File: src/rtl/gfw_pkg.sv
// constants, register map, tables and types for the gap-fill whitening and flag encoder
// assumes one clock domain, AXI4-Lite register access and a coder core on the same clock
// What this block does
// - clear filter states on start, switches, transients
// - clear current levels on start and switches
// - copy current levels to previous, then zero
// - force every level to one around transients
// - tile ratios; tile starts accumulate tile widths
// - smooth ratio with filter states, cap 2.7
// - map smoothed value to tile level
// - mirror second-last level into last where tabled
// - send each tile level in one or two bits
// - dependent frame: one if unchanged, else zero
// - tile zero, then change flag and remaining tiles
// - level code: one→0, zero→10, other→11
// - prediction gain from eight reflection coefficients
// - temporal flat when both gains below 1.15
// - independent frame resets scale factor coder state
// - zero flag first; if set, reset, stop
// - state is history valid bit plus vector
// - invalid history on dependent frame codes independently
// - raw values go out bitwise, most significant first
// - tile count comes from configuration table

package gfw_pkg;
	localparam int NT_MAX = 4;
	localparam int NB_MAX = 16;
	localparam int NPAR   = 8;
	localparam int NCFG   = 15;

	// ****************************************************
	// register word indices (byte address is four times)
	// ****************************************************
	localparam logic [5:0] A_CTRL   = 6'h00;
	localparam logic [5:0] A_CFG    = 6'h01;
	localparam logic [5:0] A_FLAGS  = 6'h02;
	localparam logic [5:0] A_STATUS = 6'h03;
	localparam logic [5:0] A_THR    = 6'h04;
	localparam logic [5:0] A_GEOM   = 6'h05;
	localparam logic [5:0] A_WIDTH  = 6'h06;
	localparam logic [5:0] A_TNS    = 6'h07;
	localparam logic [5:0] A_RAW    = 6'h08;
	localparam logic [5:0] A_SCF    = 6'h09;
	localparam logic [5:0] A_RATIO  = 6'h0A;
	localparam logic [5:0] A_PARCOR = 6'h0E;
	localparam logic [5:0] A_TSTART = 6'h16;

	// ****************************************************
	// field positions
	// ****************************************************
	localparam int CTRL_WHITEN = 0;
	localparam int CTRL_FLAT   = 1;
	localparam int CTRL_SCF    = 2;
	localparam int CTRL_RAW    = 3;
	localparam int FL_TRANS    = 0;
	localparam int FL_P2T      = 1;
	localparam int FL_INDEP    = 2;
	localparam int FL_POWER    = 3;

	// ****************************************************
	// reset values and fixed-point thresholds
	// ****************************************************
	localparam logic [4:0]  CFG_RST    = 5'h00;
	localparam logic [15:0] THR_LO_RST = 16'h0800;
	localparam logic [15:0] THR_HI_RST = 16'h1800;
	localparam logic [15:0] S_CAP      = 16'h2B33;
	localparam logic [16:0] PROD_ONE   = 17'h08000;
	localparam logic [16:0] PROD_THR   = 17'h06F4E;
	localparam logic [15:0] TNS_THR    = 16'h1267;
	localparam logic [1:0]  RESP_OK    = 2'h0;
	localparam logic [1:0]  RESP_ERR   = 2'h2;

	// per-configuration tile count and last-tile mirroring
	localparam logic [2:0] CFG_TILES [NCFG] = '{
		3'h2, 3'h3, 3'h2, 3'h3, 3'h3, 3'h3, 3'h1, 3'h1,
		3'h3, 3'h4, 3'h4, 3'h1, 3'h1, 3'h1, 3'h1};
	localparam logic [NCFG-1:0] CFG_MIRROR = 15'h073B;

	typedef enum logic [2:0] {OP_START, OP_SIGN, OP_WBIT, OP_VECTOR, OP_FINISH} gfw_op_t;
	typedef enum logic [3:0] {
		ST_IDLE, ST_SEND, ST_FMUL, ST_FEVAL, ST_SSTART, ST_SZERO, ST_SVEC, ST_SFIN
	} gfw_st_t;
	typedef struct packed {
		gfw_op_t op;
		logic    bit_val;
		logic    hist;
	} gfw_cod_t;
endpackage : gfw_pkg

File: src/rtl/gfw_encoder.sv
// whitening level, flatness flag and scale-factor coder control for the gap-fill tool
// assumes an AXI4-Lite master and a coder core that takes one item per valid/ready beat
`timescale 1ns/1ps

module gfw_encoder (
	input  logic              aclk,
	input  logic              aresetn,
	input  logic [7:0]        awaddr,
	input  logic              awvalid,
	output logic              awready,
	input  logic [31:0]       wdata,
	input  logic [3:0]        wstrb,
	input  logic              wvalid,
	output logic              wready,
	output logic [1:0]        bresp,
	output logic              bvalid,
	input  logic              bready,
	input  logic [7:0]        araddr,
	input  logic              arvalid,
	output logic              arready,
	output logic [31:0]       rdata,
	output logic [1:0]        rresp,
	output logic              rvalid,
	input  logic              rready,
	output logic              cod_valid,
	output gfw_pkg::gfw_cod_t cod,
	input  logic              cod_ready,
	output logic [111:0]      sf_cur,
	output logic [111:0]      sf_prev,
	output logic              temporal_flat_flag,
	output logic              zero_scale_flag
);
	import gfw_pkg::*;

	// ****************************************************
	// software registers
	// ****************************************************
	logic        aw_ok_r, aw_ok_nxt, w_ok_r, w_ok_nxt;
	logic [5:0]  aw_a_r, aw_a_nxt;
	logic [31:0] w_d_r, w_d_nxt;
	logic [3:0]  w_s_r, w_s_nxt;
	logic        bvalid_r, bvalid_nxt, arready_r, arready_nxt, rvalid_r, rvalid_nxt;
	logic [1:0]  bresp_r, bresp_nxt, rresp_r, rresp_nxt;
	logic [31:0] rdata_r, rdata_nxt;
	logic [3:0]  cmd_r, cmd_nxt;
	logic        cfg_chg_r, cfg_chg_nxt;
	logic [4:0]  cfg_r, cfg_nxt;
	logic [3:0]  flags_r, flags_nxt;
	logic [15:0] thr_lo_r, thr_lo_nxt, thr_hi_r, thr_hi_nxt, tns_r, tns_nxt;
	logic [9:0]  first_r, first_nxt;
	logic [4:0]  nb_r, nb_nxt;
	logic [31:0] width_r, width_nxt;
	logic [20:0] raw_r, raw_nxt;
	logic [15:0] ratio_r [NT_MAX];
	logic [15:0] ratio_nxt [NT_MAX];
	logic [15:0] parcor_r [NPAR];
	logic [15:0] parcor_nxt [NPAR];
	logic [6:0]  scf_r [NB_MAX];
	logic [6:0]  scf_nxt [NB_MAX];
	logic [9:0]  tstart [NT_MAX];
	logic [31:0] wmask, wnew;
	logic [32:0] wold, rd_ar;

	// ****************************************************
	// core state
	// ****************************************************
	gfw_st_t     st_r, st_nxt;
	gfw_cod_t    cod_r, cod_nxt;
	logic        cod_valid_r, cod_valid_nxt;
	logic [15:0] fir_r [NT_MAX];
	logic [15:0] fir_nxt [NT_MAX];
	logic [15:0] iir_r [NT_MAX];
	logic [15:0] iir_nxt [NT_MAX];
	logic [1:0]  cur_r [NT_MAX];
	logic [1:0]  cur_nxt [NT_MAX];
	logic [1:0]  prevl_r [NT_MAX];
	logic [1:0]  prevl_nxt [NT_MAX];
	logic [6:0]  pscf_r [NB_MAX];
	logic [6:0]  pscf_nxt [NB_MAX];
	logic        prior_r, prior_nxt, hist_r, hist_nxt, flat_r, flat_nxt, zero_r, zero_nxt;
	logic [15:0] sh_r, sh_nxt;
	logic [4:0]  shn_r, shn_nxt;
	logic [16:0] prod_r, prod_nxt;
	logic [2:0]  idx_r, idx_nxt;
	logic [1:0]  lv [NT_MAX];
	logic [2:0]  tc;
	logic        mirror, same, diff, w_go;
	logic [17:0] sm;
	logic [15:0] s_k, f_eff, i_eff;
	logic [31:0] kk;
	logic [16:0] om;
	logic [33:0] pm;

	function automatic logic [32:0] rd_word(input logic [5:0] a);
		logic [32:0] r;
		r = {1'b1, 32'h0000_0000};
		if (a == A_CFG) r[31:0] = {27'h0, cfg_r};
		else if (a == A_FLAGS) r[31:0] = {28'h0, flags_r};
		else if (a == A_STATUS) r[31:0] = {8'h0, prevl_r[3], prevl_r[2], prevl_r[1],
			prevl_r[0], cur_r[3], cur_r[2], cur_r[1], cur_r[0], 3'h0, prior_r, hist_r,
			zero_r, flat_r, (st_r != ST_IDLE)};
		else if (a == A_THR) r[31:0] = {thr_hi_r, thr_lo_r};
		else if (a == A_GEOM) r[31:0] = {11'h0, nb_r, 6'h0, first_r};
		else if (a == A_WIDTH) r[31:0] = width_r;
		else if (a == A_TNS) r[31:0] = {16'h0, tns_r};
		else if (a == A_RAW) r[31:0] = {11'h0, raw_r};
		else if (a >= A_RATIO && a < A_PARCOR) r[31:0] = {16'h0, ratio_r[2'(a - A_RATIO)]};
		else if (a >= A_PARCOR && a < A_TSTART)
			r[31:0] = {16'h0, parcor_r[3'(a - A_PARCOR)]};
		else if (a == A_TSTART) r[31:0] = {6'h0, tstart[1], 6'h0, tstart[0]};
		else if (a == 6'h17) r[31:0] = {6'h0, tstart[3], 6'h0, tstart[2]};
		else if (a != A_CTRL && a != A_SCF) r[32] = 1'b0;
		return r;
	endfunction : rd_word

	function automatic logic [1:0] tiles_of(input logic [4:0] c);
		return (c[3:0] < 4'(NCFG)) ? 2'(CFG_TILES[c[3:0]] - 3'h1) : 2'h0;
	endfunction : tiles_of

	// ****************************************************
	// AXI4-Lite slave
	// ****************************************************
	always_comb begin
		aw_ok_nxt = aw_ok_r;
		aw_a_nxt = aw_a_r;
		w_ok_nxt = w_ok_r;
		w_d_nxt = w_d_r;
		w_s_nxt = w_s_r;
		bvalid_nxt = bvalid_r;
		bresp_nxt = bresp_r;
		arready_nxt = arready_r;
		rvalid_nxt = rvalid_r;
		rresp_nxt = rresp_r;
		rdata_nxt = rdata_r;
		cmd_nxt = 4'h0;
		cfg_chg_nxt = 1'b0;
		cfg_nxt = cfg_r;
		flags_nxt = flags_r;
		thr_lo_nxt = thr_lo_r;
		thr_hi_nxt = thr_hi_r;
		first_nxt = first_r;
		nb_nxt = nb_r;
		width_nxt = width_r;
		tns_nxt = tns_r;
		raw_nxt = raw_r;
		ratio_nxt = ratio_r;
		parcor_nxt = parcor_r;
		scf_nxt = scf_r;
		tstart[0] = first_r;
		for (int k = 1; k < NT_MAX; k++) begin
			tstart[k] = 10'(tstart[k-1] + {2'h0, width_r[8*k +: 8]});
		end
		wmask = {{8{w_s_r[3]}}, {8{w_s_r[2]}}, {8{w_s_r[1]}}, {8{w_s_r[0]}}};
		wold = rd_word(aw_a_r);
		wnew = (wold[31:0] & ~wmask) | (w_d_r & wmask);
		rd_ar = rd_word(araddr[7:2]);
		if (awvalid && !aw_ok_r && !bvalid_r) begin
			aw_ok_nxt = 1'b1;
			aw_a_nxt = awaddr[7:2];
		end
		if (wvalid && !w_ok_r && !bvalid_r) begin
			w_ok_nxt = 1'b1;
			w_d_nxt = wdata;
			w_s_nxt = wstrb;
		end
		if (aw_ok_r && w_ok_r) begin
			aw_ok_nxt = 1'b0;
			w_ok_nxt = 1'b0;
			bvalid_nxt = 1'b1;
			bresp_nxt = wold[32] ? RESP_OK : RESP_ERR;
			if (aw_a_r == A_CTRL) cmd_nxt = wnew[3:0];
			if (aw_a_r == A_CFG) begin
				cfg_nxt = wnew[4:0];
				cfg_chg_nxt = (wnew[4:0] != cfg_r);
			end
			if (aw_a_r == A_FLAGS) flags_nxt = wnew[3:0];
			if (aw_a_r == A_THR) {thr_hi_nxt, thr_lo_nxt} = wnew;
			if (aw_a_r == A_GEOM) {nb_nxt, first_nxt} = {wnew[20:16], wnew[9:0]};
			if (aw_a_r == A_WIDTH) width_nxt = wnew;
			if (aw_a_r == A_TNS) tns_nxt = wnew[15:0];
			if (aw_a_r == A_RAW) raw_nxt = wnew[20:0];
			// scale factor write: index in [3:0], value in [14:8]
			if (aw_a_r == A_SCF) scf_nxt[wnew[3:0]] = wnew[14:8];
			if (aw_a_r >= A_RATIO && aw_a_r < A_PARCOR)
				ratio_nxt[2'(aw_a_r - A_RATIO)] = wnew[15:0];
			if (aw_a_r >= A_PARCOR && aw_a_r < A_TSTART)
				parcor_nxt[3'(aw_a_r - A_PARCOR)] = wnew[15:0];
		end
		if (bvalid_r && bready) bvalid_nxt = 1'b0;
		if (arvalid && arready_r) begin
			arready_nxt = 1'b0;
			rvalid_nxt = 1'b1;
			rdata_nxt = rd_ar[31:0];
			rresp_nxt = rd_ar[32] ? RESP_OK : RESP_ERR;
		end
		if (rvalid_r && rready) begin
			rvalid_nxt = 1'b0;
			arready_nxt = 1'b1;
		end
	end

	always_ff @(posedge aclk) begin
		if (!aresetn) begin
			aw_ok_r <= 1'b0;
			aw_a_r <= 6'h00;
			w_ok_r <= 1'b0;
			w_d_r <= 32'h0000_0000;
			w_s_r <= 4'h0;
			bvalid_r <= 1'b0;
			bresp_r <= RESP_OK;
			arready_r <= 1'b1;
			rvalid_r <= 1'b0;
			rresp_r <= RESP_OK;
			rdata_r <= 32'h0000_0000;
			cmd_r <= 4'h0;
			cfg_chg_r <= 1'b0;
			cfg_r <= CFG_RST;
			flags_r <= 4'h0;
			thr_lo_r <= THR_LO_RST;
			thr_hi_r <= THR_HI_RST;
			first_r <= 10'h000;
			nb_r <= 5'h00;
			width_r <= 32'h0000_0000;
			tns_r <= 16'h0000;
			raw_r <= 21'h00_0000;
			for (int k = 0; k < NT_MAX; k++) ratio_r[k] <= 16'h0000;
			for (int k = 0; k < NPAR; k++) parcor_r[k] <= 16'h0000;
			for (int k = 0; k < NB_MAX; k++) scf_r[k] <= 7'h00;
		end else begin
			aw_ok_r <= aw_ok_nxt;
			aw_a_r <= aw_a_nxt;
			w_ok_r <= w_ok_nxt;
			w_d_r <= w_d_nxt;
			w_s_r <= w_s_nxt;
			bvalid_r <= bvalid_nxt;
			bresp_r <= bresp_nxt;
			arready_r <= arready_nxt;
			rvalid_r <= rvalid_nxt;
			rresp_r <= rresp_nxt;
			rdata_r <= rdata_nxt;
			cmd_r <= cmd_nxt;
			cfg_chg_r <= cfg_chg_nxt;
			cfg_r <= cfg_nxt;
			flags_r <= flags_nxt;
			thr_lo_r <= thr_lo_nxt;
			thr_hi_r <= thr_hi_nxt;
			first_r <= first_nxt;
			nb_r <= nb_nxt;
			width_r <= width_nxt;
			tns_r <= tns_nxt;
			raw_r <= raw_nxt;
			ratio_r <= ratio_nxt;
			parcor_r <= parcor_nxt;
			scf_r <= scf_nxt;
		end
	end

	// ****************************************************
	// frame processing and coder item stream
	// ****************************************************
	assign w_go = (st_r == ST_IDLE) && cmd_r[CTRL_WHITEN];

	always_comb begin
		st_nxt = st_r;
		cod_nxt = cod_r;
		cod_valid_nxt = cod_valid_r;
		fir_nxt = fir_r;
		iir_nxt = iir_r;
		cur_nxt = cur_r;
		prevl_nxt = prevl_r;
		pscf_nxt = pscf_r;
		prior_nxt = prior_r;
		hist_nxt = hist_r;
		flat_nxt = flat_r;
		zero_nxt = zero_r;
		sh_nxt = sh_r;
		shn_nxt = shn_r;
		prod_nxt = prod_r;
		idx_nxt = idx_r;
		tc = 3'(tiles_of(cfg_r)) + 3'h1;
		mirror = (cfg_r[3:0] < 4'(NCFG)) && CFG_MIRROR[cfg_r[3:0]];
		same = 1'b0;
		diff = 1'b0;
		sm = 18'h0_0000;
		s_k = 16'h0000;
		f_eff = 16'h0000;
		i_eff = 16'h0000;
		// sign-extend first so the square keeps its full 32 bits
		kk = {{16{parcor_r[idx_r][15]}}, parcor_r[idx_r]} *
			{{16{parcor_r[idx_r][15]}}, parcor_r[idx_r]};
		om = PROD_ONE - kk[31:15];
		pm = prod_r * om;
		for (int k = 0; k < NT_MAX; k++) lv[k] = 2'h0;
		if (cod_valid_r && cod_ready) cod_valid_nxt = 1'b0;
		if (cfg_chg_r) begin
			for (int k = 0; k < NT_MAX; k++) begin
				fir_nxt[k] = 16'h0000;
				iir_nxt[k] = 16'h0000;
				cur_nxt[k] = 2'h0;
			end
		end
		case (st_r)
			ST_IDLE: begin
				if (cmd_r[CTRL_WHITEN]) begin
					for (int k = 0; k < NT_MAX; k++) begin
						// a mode switch clears levels before they are copied
						prevl_nxt[k] = flags_r[FL_P2T] ? 2'h0 : cur_r[k];
						if (flags_r[FL_P2T] || flags_r[FL_TRANS]) begin
							fir_nxt[k] = 16'h0000;
							iir_nxt[k] = 16'h0000;
						end
					end
					if (flags_r[FL_TRANS] || prior_r) begin
						for (int k = 0; k < NT_MAX; k++) lv[k] = 2'h1;
					end else if (flags_r[FL_POWER]) begin
						for (int k = 0; k < NT_MAX; k++) begin
							f_eff = flags_r[FL_P2T] ? 16'h0000 : fir_r[k];
							i_eff = flags_r[FL_P2T] ? 16'h0000 : iir_r[k];
							sm = {2'h0, ratio_r[k]} + {2'h0, f_eff} + {3'h0, i_eff[15:1]};
							s_k = (sm > {2'h0, S_CAP}) ? S_CAP : sm[15:0];
							if (k < int'(tc)) begin
								fir_nxt[k] = ratio_r[k];
								iir_nxt[k] = s_k;
								// threshold mapping keeps levels in 0..2
								lv[k] = (s_k < thr_lo_r) ? 2'h0 :
									((s_k < thr_hi_r) ? 2'h1 : 2'h2);
							end
						end
					end
					prior_nxt = flags_r[FL_TRANS];
					if (mirror && tc >= 3'h2) lv[2'(tc - 3'h1)] = lv[2'(tc - 3'h2)];
					same = !flags_r[FL_INDEP];
					for (int k = 0; k < NT_MAX; k++) begin
						if (k < int'(tc) && lv[k] != prevl_nxt[k]) same = 1'b0;
						if (k > 0 && k < int'(tc) && lv[k] != lv[k-1]) diff = 1'b1;
					end
					sh_nxt = 16'h0000;
					shn_nxt = 5'h00;
					if (same) begin
						sh_nxt = 16'h0001;
						shn_nxt = 5'h01;
					end else begin
						if (!flags_r[FL_INDEP]) shn_nxt = 5'h01;
						for (int k = 0; k < NT_MAX; k++) begin
							if (k == 0 || (diff && k < int'(tc))) begin
								// one tile code: 1 -> 0, 0 -> 10, 2 -> 11
								if (lv[k] == 2'h1) begin
									sh_nxt = {sh_nxt[14:0], 1'b0};
									shn_nxt = shn_nxt + 5'h01;
								end else begin
									sh_nxt = {sh_nxt[13:0], 1'b1, lv[k] != 2'h0};
									shn_nxt = shn_nxt + 5'h02;
								end
							end
							if (k == 0) begin
								sh_nxt = {sh_nxt[14:0], diff};
								shn_nxt = shn_nxt + 5'h01;
							end
						end
					end
					cur_nxt = lv;
					cod_nxt.op = OP_WBIT;
					st_nxt = ST_SEND;
				end else if (cmd_r[CTRL_FLAT]) begin
					prod_nxt = PROD_ONE;
					idx_nxt = 3'h0;
					st_nxt = ST_FMUL;
				end else if (cmd_r[CTRL_SCF]) begin
					if (flags_r[FL_INDEP]) hist_nxt = 1'b0;
					zero_nxt = 1'b1;
					for (int k = 0; k < NB_MAX; k++) begin
						if (k < int'(nb_r) && scf_r[k] != 7'h00) zero_nxt = 1'b0;
					end
					st_nxt = ST_SSTART;
				end else if (cmd_r[CTRL_RAW]) begin
					sh_nxt = raw_r[15:0];
					shn_nxt = (raw_r[20:16] > 5'h10) ? 5'h10 : raw_r[20:16];
					cod_nxt.op = OP_SIGN;
					st_nxt = ST_SEND;
				end
			end
			ST_SEND: begin
				if (!cod_valid_r) begin
					if (shn_r == 5'h00) begin
						st_nxt = ST_IDLE;
					end else begin
						cod_valid_nxt = 1'b1;
						cod_nxt.bit_val = sh_r[4'(shn_r - 5'h01)];
						cod_nxt.hist = hist_r;
						shn_nxt = shn_r - 5'h01;
					end
				end
			end
			ST_FMUL: begin
				prod_nxt = pm[31:15];
				idx_nxt = idx_r + 3'h1;
				if (idx_r == 3'(NPAR - 1)) st_nxt = ST_FEVAL;
			end
			ST_FEVAL: begin
				// gain below 1.15 is the product above its reciprocal
				flat_nxt = (prod_r > PROD_THR) && (tns_r < TNS_THR);
				st_nxt = ST_IDLE;
			end
			ST_SSTART: begin
				if (!cod_valid_r) begin
					cod_valid_nxt = 1'b1;
					cod_nxt = '{op: OP_START, bit_val: 1'b0, hist: hist_r};
					st_nxt = ST_SZERO;
				end
			end
			ST_SZERO: begin
				if (!cod_valid_r) begin
					cod_valid_nxt = 1'b1;
					cod_nxt = '{op: OP_SIGN, bit_val: zero_r, hist: hist_r};
					if (zero_r) hist_nxt = 1'b0;
					st_nxt = zero_r ? ST_SFIN : ST_SVEC;
				end
			end
			ST_SVEC: begin
				if (!cod_valid_r) begin
					cod_valid_nxt = 1'b1;
					// with history invalid the vector is coded as independent
					cod_nxt = '{op: OP_VECTOR, bit_val: 1'b0, hist: hist_r};
					pscf_nxt = scf_r;
					hist_nxt = 1'b1;
					st_nxt = ST_SFIN;
				end
			end
			ST_SFIN: begin
				if (!cod_valid_r) begin
					cod_valid_nxt = 1'b1;
					cod_nxt = '{op: OP_FINISH, bit_val: 1'b0, hist: hist_r};
					st_nxt = ST_IDLE;
				end
			end
			default: st_nxt = ST_IDLE;
		endcase
	end

	always_ff @(posedge aclk) begin
		if (!aresetn) begin
			st_r <= ST_IDLE;
			cod_r <= '{op: OP_START, bit_val: 1'b0, hist: 1'b0};
			cod_valid_r <= 1'b0;
			for (int k = 0; k < NT_MAX; k++) begin
				fir_r[k] <= 16'h0000;
				iir_r[k] <= 16'h0000;
				cur_r[k] <= 2'h0;
				prevl_r[k] <= 2'h0;
			end
			for (int k = 0; k < NB_MAX; k++) pscf_r[k] <= 7'h00;
			prior_r <= 1'b0;
			hist_r <= 1'b0;
			flat_r <= 1'b0;
			zero_r <= 1'b0;
			sh_r <= 16'h0000;
			shn_r <= 5'h00;
			prod_r <= PROD_ONE;
			idx_r <= 3'h0;
		end else begin
			st_r <= st_nxt;
			cod_r <= cod_nxt;
			cod_valid_r <= cod_valid_nxt;
			fir_r <= fir_nxt;
			iir_r <= iir_nxt;
			cur_r <= cur_nxt;
			prevl_r <= prevl_nxt;
			pscf_r <= pscf_nxt;
			prior_r <= prior_nxt;
			hist_r <= hist_nxt;
			flat_r <= flat_nxt;
			zero_r <= zero_nxt;
			sh_r <= sh_nxt;
			shn_r <= shn_nxt;
			prod_r <= prod_nxt;
			idx_r <= idx_nxt;
		end
	end

	assign awready = !aw_ok_r && !bvalid_r;
	assign wready = !w_ok_r && !bvalid_r;
	assign bvalid = bvalid_r;
	assign bresp = bresp_r;
	assign arready = arready_r;
	assign rvalid = rvalid_r;
	assign rdata = rdata_r;
	assign rresp = rresp_r;
	assign cod_valid = cod_valid_r;
	assign cod = cod_r;
	assign temporal_flat_flag = flat_r;
	assign zero_scale_flag = zero_r;
	for (genvar g = 0; g < NB_MAX; g++) begin : g_sf
		assign sf_cur[7*g +: 7] = scf_r[g];
		assign sf_prev[7*g +: 7] = pscf_r[g];
	end
endmodule : gfw_encoder

File: config.mk
export PLATFORM = sky130hd
export DESIGN_NAME = gfw_encoder
export DESIGN_NICKNAME = d
export VERILOG_FILES = /design/src/rtl/gfw_pkg.sv /design/src/rtl/gfw_encoder.sv
export SDC_FILE = /design/constraint.sdc
export NUM_CORES = 2
export LEC_CHECK = 0
export ABC_AREA = 1
export BUFFER_PORTS_ARGS = -buffer_cell sky130_fd_sc_hd__buf_4
export CORE_ASPECT_RATIO = 0.5
export CORE_MARGIN = 3
export CORE_UTILIZATION = 64
export DETAILED_ROUTE_END_ITERATION = 12
export PLACE_DENSITY_LB_ADDON = 0.2
export SETUP_SLACK_MARGIN = 0.1
export SLEW_MARGIN = 5
export SYNTH_ARGS = -nofsm -noshare
export SYNTH_HDL_FRONTEND = slang
export SYNTH_SLANG_ARGS = --single-unit
File: constraint.sdc
create_clock -name aclk -period 17.1 [get_ports aclk]
set_input_delay 3.42 -clock aclk [delete_from_list [all_inputs] [get_ports aclk]]
set_output_delay 3.42 -clock aclk [all_outputs]
set_load 0.01 [all_outputs]
**Word level (Yosys, flattened, before mapping)**

Memories as Yosys holds them, arrays and structs flattened. A register that Yosys moved wholly into a read port is not among the register bits.
Index checks and enable logic that the tools add are counted.

- Logic and storage cells: 653
- Memories kept: 2
- Bits of input ports: 60
- Bits in read-only memories: 64
- Register bits after elaboration: 828

Memories:

| memory | depth | width | rd ports | clocked after memory_dff | write ports | line | source |
|---|---|---|---|---|---|---|---|
| (name not given) | 16 | 3 | 1 | 0 | 0 | gfw_encoder.sv:117 | `return (c[3:0] < 4'(NCFG)) ? 2'(CFG_TILES[c[3:0]] - 3'h1) : 2'h0;` |
| (name not given) | 16 | 1 | 1 | 1 | 0 | gfw_encoder.sv:281 | `mirror = (cfg_r[3:0] < 4'(NCFG)) && CFG_MIRROR[cfg_r[3:0]];` |

- Eq/ne operators: 63
- Add/sub/neg operators: 31
- Reductions and logical operators: 114
- Multiply operators: 2
- Order comparisons: 60
- Multiplexer cells: 269
- Bitwise operators: 17

Operator list:

| cell | number |
|---|---|
| $mux W16 | 51 |
| $mux W64 | 10 |
| $mux W32 | 12 |
| $mux W26 | 12 |
| $mux W5 | 34 |
| $bmux W16 S3 | 3 |
| $bwmux W128 | 1 |
| $lt A16 B16 Y1 | 8 |
| $bwmux W112 | 1 |
| $reduce_bool A7 Y1 | 16 |
| $mux W8 | 10 |
| $add A17 B15 Y18 | 4 |
| $gt A18 B14 Y1 const B | 4 |
| $add A16 B16 Y17 | 4 |
| $mux W1 | 68 |
| $and A32 B32 Y32 | 2 |
| $bmux W16 S2 | 2 |
| $bwmux W64 | 1 |
| $mux W2 | 27 |
| $mux W4 | 13 |
| $logic_and A1 B1 Y1 | 50 |
| $demux W16 S3 | 1 |
| $eq A6 B3 Y1 const B | 8 |
| $lt A4 B5 Y1 const A | 8 |
| 88 further kinds | 206 |

**Longest topological paths before layout**

- Depth after elaboration: 58
- Depth in mapped cells: 80
- Mapped depth without buffers: 77

**Worst setup path after synthesis**

No wires, ideal clock.

- Path type: flip-flop to flip-flop
- From: reg idx_r[0]
- To: reg prod_r[15]
- Clock period less this slack: 13.938 ns
- Cell stages (with the launch flop): 72
- Arrival: 13.806 ns
- Setup slack: 3.162 ns
- Library setup time: 0.132 ns
- Path through: dfxtp_1 -> inv_2 -> buf_1 -> clkbuf_1 -> clkbuf_1 -> o21ai_0 -> nand2_1 -> nand2_1 -> o21ai_1 -> clkinv_1 -> nor2_1 -> fa_1 -> inv_1 -> fa_1 -> fa_1 -> fa_1 -> inv_1 -> fa_1 -> [... 36 more ...] -> ha_1 -> nand2_1 -> o21ai_0 -> inv_1 -> o21bai_1 -> a21o_1 -> a21oi_1 -> inv_1 -> nand2_1 -> nand2_1 -> a21o_1 -> a21o_1 -> nand2_1 -> o31ai_1 -> or2_2 -> nand3_1 -> nand2_1 -> nand3_1

- Word-level cells in the longest chain between the ends: 8

Ends and longest elaborated chain:

| element | line | source |
|---|---|---|
| start: declaration | gfw_encoder.sv:84 | `logic [2:0] idx_r, idx_nxt;` |
| start signal: assignment | gfw_encoder.sv:476 | `idx_r <= idx_nxt;` |
| $not A3 Y4 (implied by the code) | gfw_encoder.sv:289, gfw_encoder.sv:290 |  |
| $bmux W16 S3 | gfw_encoder.sv:289, gfw_encoder.sv:290 |  |
| $mux W16 (implied by the code) (2 in series) | gfw_encoder.sv:289, gfw_encoder.sv:290 |  |
| $mul A16 B16 Y32 | gfw_encoder.sv:289 | `kk = {{16{parcor_r[idx_r][15]}}, parcor_r[idx_r]} *` |
| $sub A16 B17 Y17 | gfw_encoder.sv:291 | `om = PROD_ONE - kk[31:15];` |
| $mul A17 B17 Y32 | gfw_encoder.sv:292 | `pm = prod_r * om;` |
| $pmux W17 S2 | gfw_encoder.sv:302 | `case (st_r)` |
| end signal: assignment | gfw_encoder.sv:475 | `prod_r <= prod_nxt;` |
| end: declaration | gfw_encoder.sv:83 | `logic [16:0] prod_r, prod_nxt;` |

No other way between the ends. The select of a mux whose other input is x is not followed.
A chain may end at the register's enable or synchronous reset.

**Worst setup path in the final report**

Same ends and word-level chain as after synthesis.

==> impl_metrics.env <==
export IMPL_synth_area_per_cell_um2=7.06
export IMPL_routed_via_density=6.11
export IMPL_cts_path_max_buffers=3
export IMPL_htreeDepth=3
export IMPL_period_needed_ps=15880
export IMPL_synth_warning_count=0
export IMPL_wl_um=259000
export IMPL_arrival_ps=16480
export IMPL_ys_flop_type="dfxtp_1"
export IMPL_postSynth_asyncResetShare_pct=0
export IMPL_cts_buffers=79
export IMPL_fin_nets=10772
export IMPL_p_comb_share_pct=67.2
export IMPL_critical_path_required_ps=17700
export IMPL_placementRows=83
export IMPL_setup_violations=0
export IMPL_design_core_area_um2=104000
export IMPL_drv_cap=0
export IMPL_mappedNetlistArea_um2=68200
export IMPL_gp_congestion=1.04
export IMPL_hold_viol_final=0
export IMPL_grtUsageTotal_pct=45.9
export IMPL_cts_sinks=822
export IMPL_drtAntennaViolNets=0
export IMPL_peakVddDrop_mv=0.270
export IMPL_post_cts_setup_buffers=0
export IMPL_pin_count=333
export IMPL_hold_path_class="flop to flop"
export IMPL_drive_gt1_share_pct=7.76
export IMPL_num_vias=68655
export IMPL_grt_pass1_vias=64331
export IMPL_syn2layout_area_growth_pct=9.48
export IMPL_clk_latency_ps=730
export IMPL_worstPathMaxFanout=67
export IMPL_dp_hpwl_um=194000
export IMPL_pwr_share_seq_pct=16.6
export IMPL_p_leak_uw=0.0365
export IMPL_report_final_slew_viol_count=0
export IMPL_cp_slowest_stage_delay_ps=600
export IMPL_antenna_found_initial=6
export IMPL_dieHeight_um=237
export IMPL_crit_type="flop to flop"
export IMPL_grt_pass1_wl_um=388000
export IMPL_finalCritPeriodShare_pct=92.8
export IMPL_ctsHoldBuffers=0
export IMPL_drtIter0Drc=9147
export IMPL_worstMarginPinSlew_ps=1340
export IMPL_synthCells=9665
export IMPL_grt_overflow=0
export IMPL_cp_end_kind="flop"
export IMPL_route_detailed_drc=0
export IMPL_wl_per_cell_um=23.1
export IMPL_dieWidth_um=468
export IMPL_relSlewSlack_pct=10.2
export IMPL_finalPower_uw=12200
export IMPL_internal_power_uw=5770
export IMPL_power_switching_uw=6390
export IMPL_start_util_pct=65.5
export IMPL_cts_clk_slew_worst_paths_ps=70
export IMPL_dr_pass1_iters=9
export IMPL_cp_common_cell="fa_1"
export IMPL_seq_area_frac_synth_pct=24.1
export IMPL_cp_start_kind="flop"
export IMPL_grt_max_degree=207
export IMPL_ctsRootBufferMaster="clkbuf_16"
export IMPL_p_per_area_nw_per_um2=163
export IMPL_ys_types=73
export IMPL_setup_tns_ps=0
export IMPL_pwr_share_clk_pct=16.2
export IMPL_synth_edf_count=0
export IMPL_finClkSkew_ps=35.0
export IMPL_die_area_um2=111000
export IMPL_cp_slowest_cell="buf_4"
export IMPL_grt_setup_unrepaired="no"
export IMPL_fmax_mhz=63.0
export IMPL_switching_share_pct=52.6
export IMPL_num_fill_cells=8717
export IMPL_status="finished, final reports clean"
export IMPL_ys_ff_latch=822
export IMPL_cts_tree="done"
export IMPL_place_port_buffers=326
==> layer usage <==
| layer | global-route usage (%) | routed length, um | vias to the layer above |
|---|---|---|---|
| met5 | 0 | 27 | - |
| li1 | - | - | 31394 |
| met1 | 58.8 | 96600 | 31934 |
| met4 | 23.6 | 16000 | 4 |
| met2 | 65.4 | 104000 | 4405 |
| met3 | 20.0 | 42100 | 918 |
==> synthesized netlist by cell type, types with 67 or more instances <==
cell type | n | share of area [%]
a21oi_1 | 862 | 6.3
o22ai_1 | 174 | 1.6
o21ai_0 | 1012 | 7.4
a31oi_1 | 107 | 0.98
o211ai_1 | 78 | 0.86
nand4_1 | 67 | 0.61
ha_1 | 418 | 7.7
inv_1 | 1778 | 9.8
nor2_1 | 981 | 5.4
nor3_1 | 98 | 0.72
dfxtp_1 | 822 | 24
fa_1 | 523 | 15
clkbuf_1 | 438 | 2.4
nand2_1 | 1452 | 8.0
nand3_1 | 210 | 1.5
==> per-stage QoR <==
stage / setup WS [ps] / area (um2) / instances / util (%) / hold WS [ps]
2_1_floorplan: 3160 / 68300 / 9682 / - / 424
3_3_place_gp: 1260 / 71900 / 11092 / 69.0 / 436
3_5_place_dp: 974 / 71900 / 11092 / 69.0 / 452
4_1_cts: 927 / 74700 / 11235 / 71.7 / 462
5_1_grt: 225 / 74700 / 11236 / 71.7 / 476
6_report: 1220 / 74700 / 11238 / 71.7 / 463
==> power groups by stage <==
stage | sequential (uW) | clock (uW) | combinational (uW)
2_1_floorplan | 2020 | 0 | 5740
3_3_place_gp | 2060 | 0 | 7670
3_5_place_dp | 2060 | 0 | 7870
4_1_cts | 2020 | 1960 | 8020
5_1_grt | 2020 | 2030 | 9250
6_report | 2020 | 1970 | 8170
==> cells by family (layout without fill, tap and decap cells) <==
kind of cell / after synthesis / count (layout) / share of synthesized area, %
adder cells (fa/ha/maj): 941 / 941 / 23.0
AND/OR/NAND/NOR: 2952 / 2952 / 17.8
AO/OA/AOI/OAI: 2555 / 2555 / 20.9
other: 1 / 21 / 0.00550
buffers and inverters: 2300 / 2451 / 12.8
flip-flops: 822 / 822 / 24.1
XOR/XNOR: 94 / 94 / 1.26
==> flip-flops by register name (all words and copies together), names as in the netlist, 17 cells and up, named ones only <==
signal	count
rdata	32
sf_cur	112
ratio_r	64
raw_r	21
sf_prev	112
width_r	32
parcor_r	128
fir_r	64
iir_r	60
prod_r	17
w_d_r	32
==> final cells by class <==
| cell class | instances | area, um2 | area share, % |
|---|---|---|---|
| clock buffers | 106 | 2300 | 3.08 |
| repair buffers | 482 | 3640 | 4.87 |
| inverters | 1826 | 6870 | 9.20 |
| well taps | 1402 | 1750 | 2.35 |
| clock inverters | 37 | 485 | 0.650 |
| diodes | 3 | 7.51 | 0.0101 |
| multi-input cells | 6560 | 43200 | 57.8 |
| flip-flops and latches | 822 | 16500 | 22.0 |
==> critical path: cells and delay by family (launching register included) <==
family | cells | cell delay [ps]
AOI/OAI and AO/OA | 17 | 3520
DFF | 1 | 350
xor gates and xnor gates | 1 | 360
adders and majority gates | 14 | 6750
and+or+nand+nor | 21 | 2490
buffers and inverters | 14 | 2230
==> path summary, 6_finish.rpt <==
path	cells after the start	from	end	slack, ps
max	67	idx_r[0]	prod_r[15]	1220
min	2	fir_r[40]	fir_r[40]	460
max reg2reg	67	idx_r[0]	prod_r[15]	1220
min reg2reg	2	fir_r[40]	fir_r[40]	460
==> layout by cell type (no fill, tap or decap), types with 49 or more instances in the layout <==
cell and count:
nand4_1 67, ha_1 418, clkbuf_16 83, o22ai_1 174, fa_1 523, o211ai_1 78, a21oi_1 861, xor2_1 51
o21ai_0 1010, o21bai_1 49, buf_4 480, nor3_1 96, inv_1 1774, nor2_1 978, a31oi_1 107, dfxtp_1 818
nand3_1 210, nand2_1 1448
==> repair_timing <==
action	4_1_cts	5_1_grt
endpoints found under the hold margin	0	0
gates resized for setup	0	6
setup endpoints to repair	0	2
(Power assumes the default switching activity.)
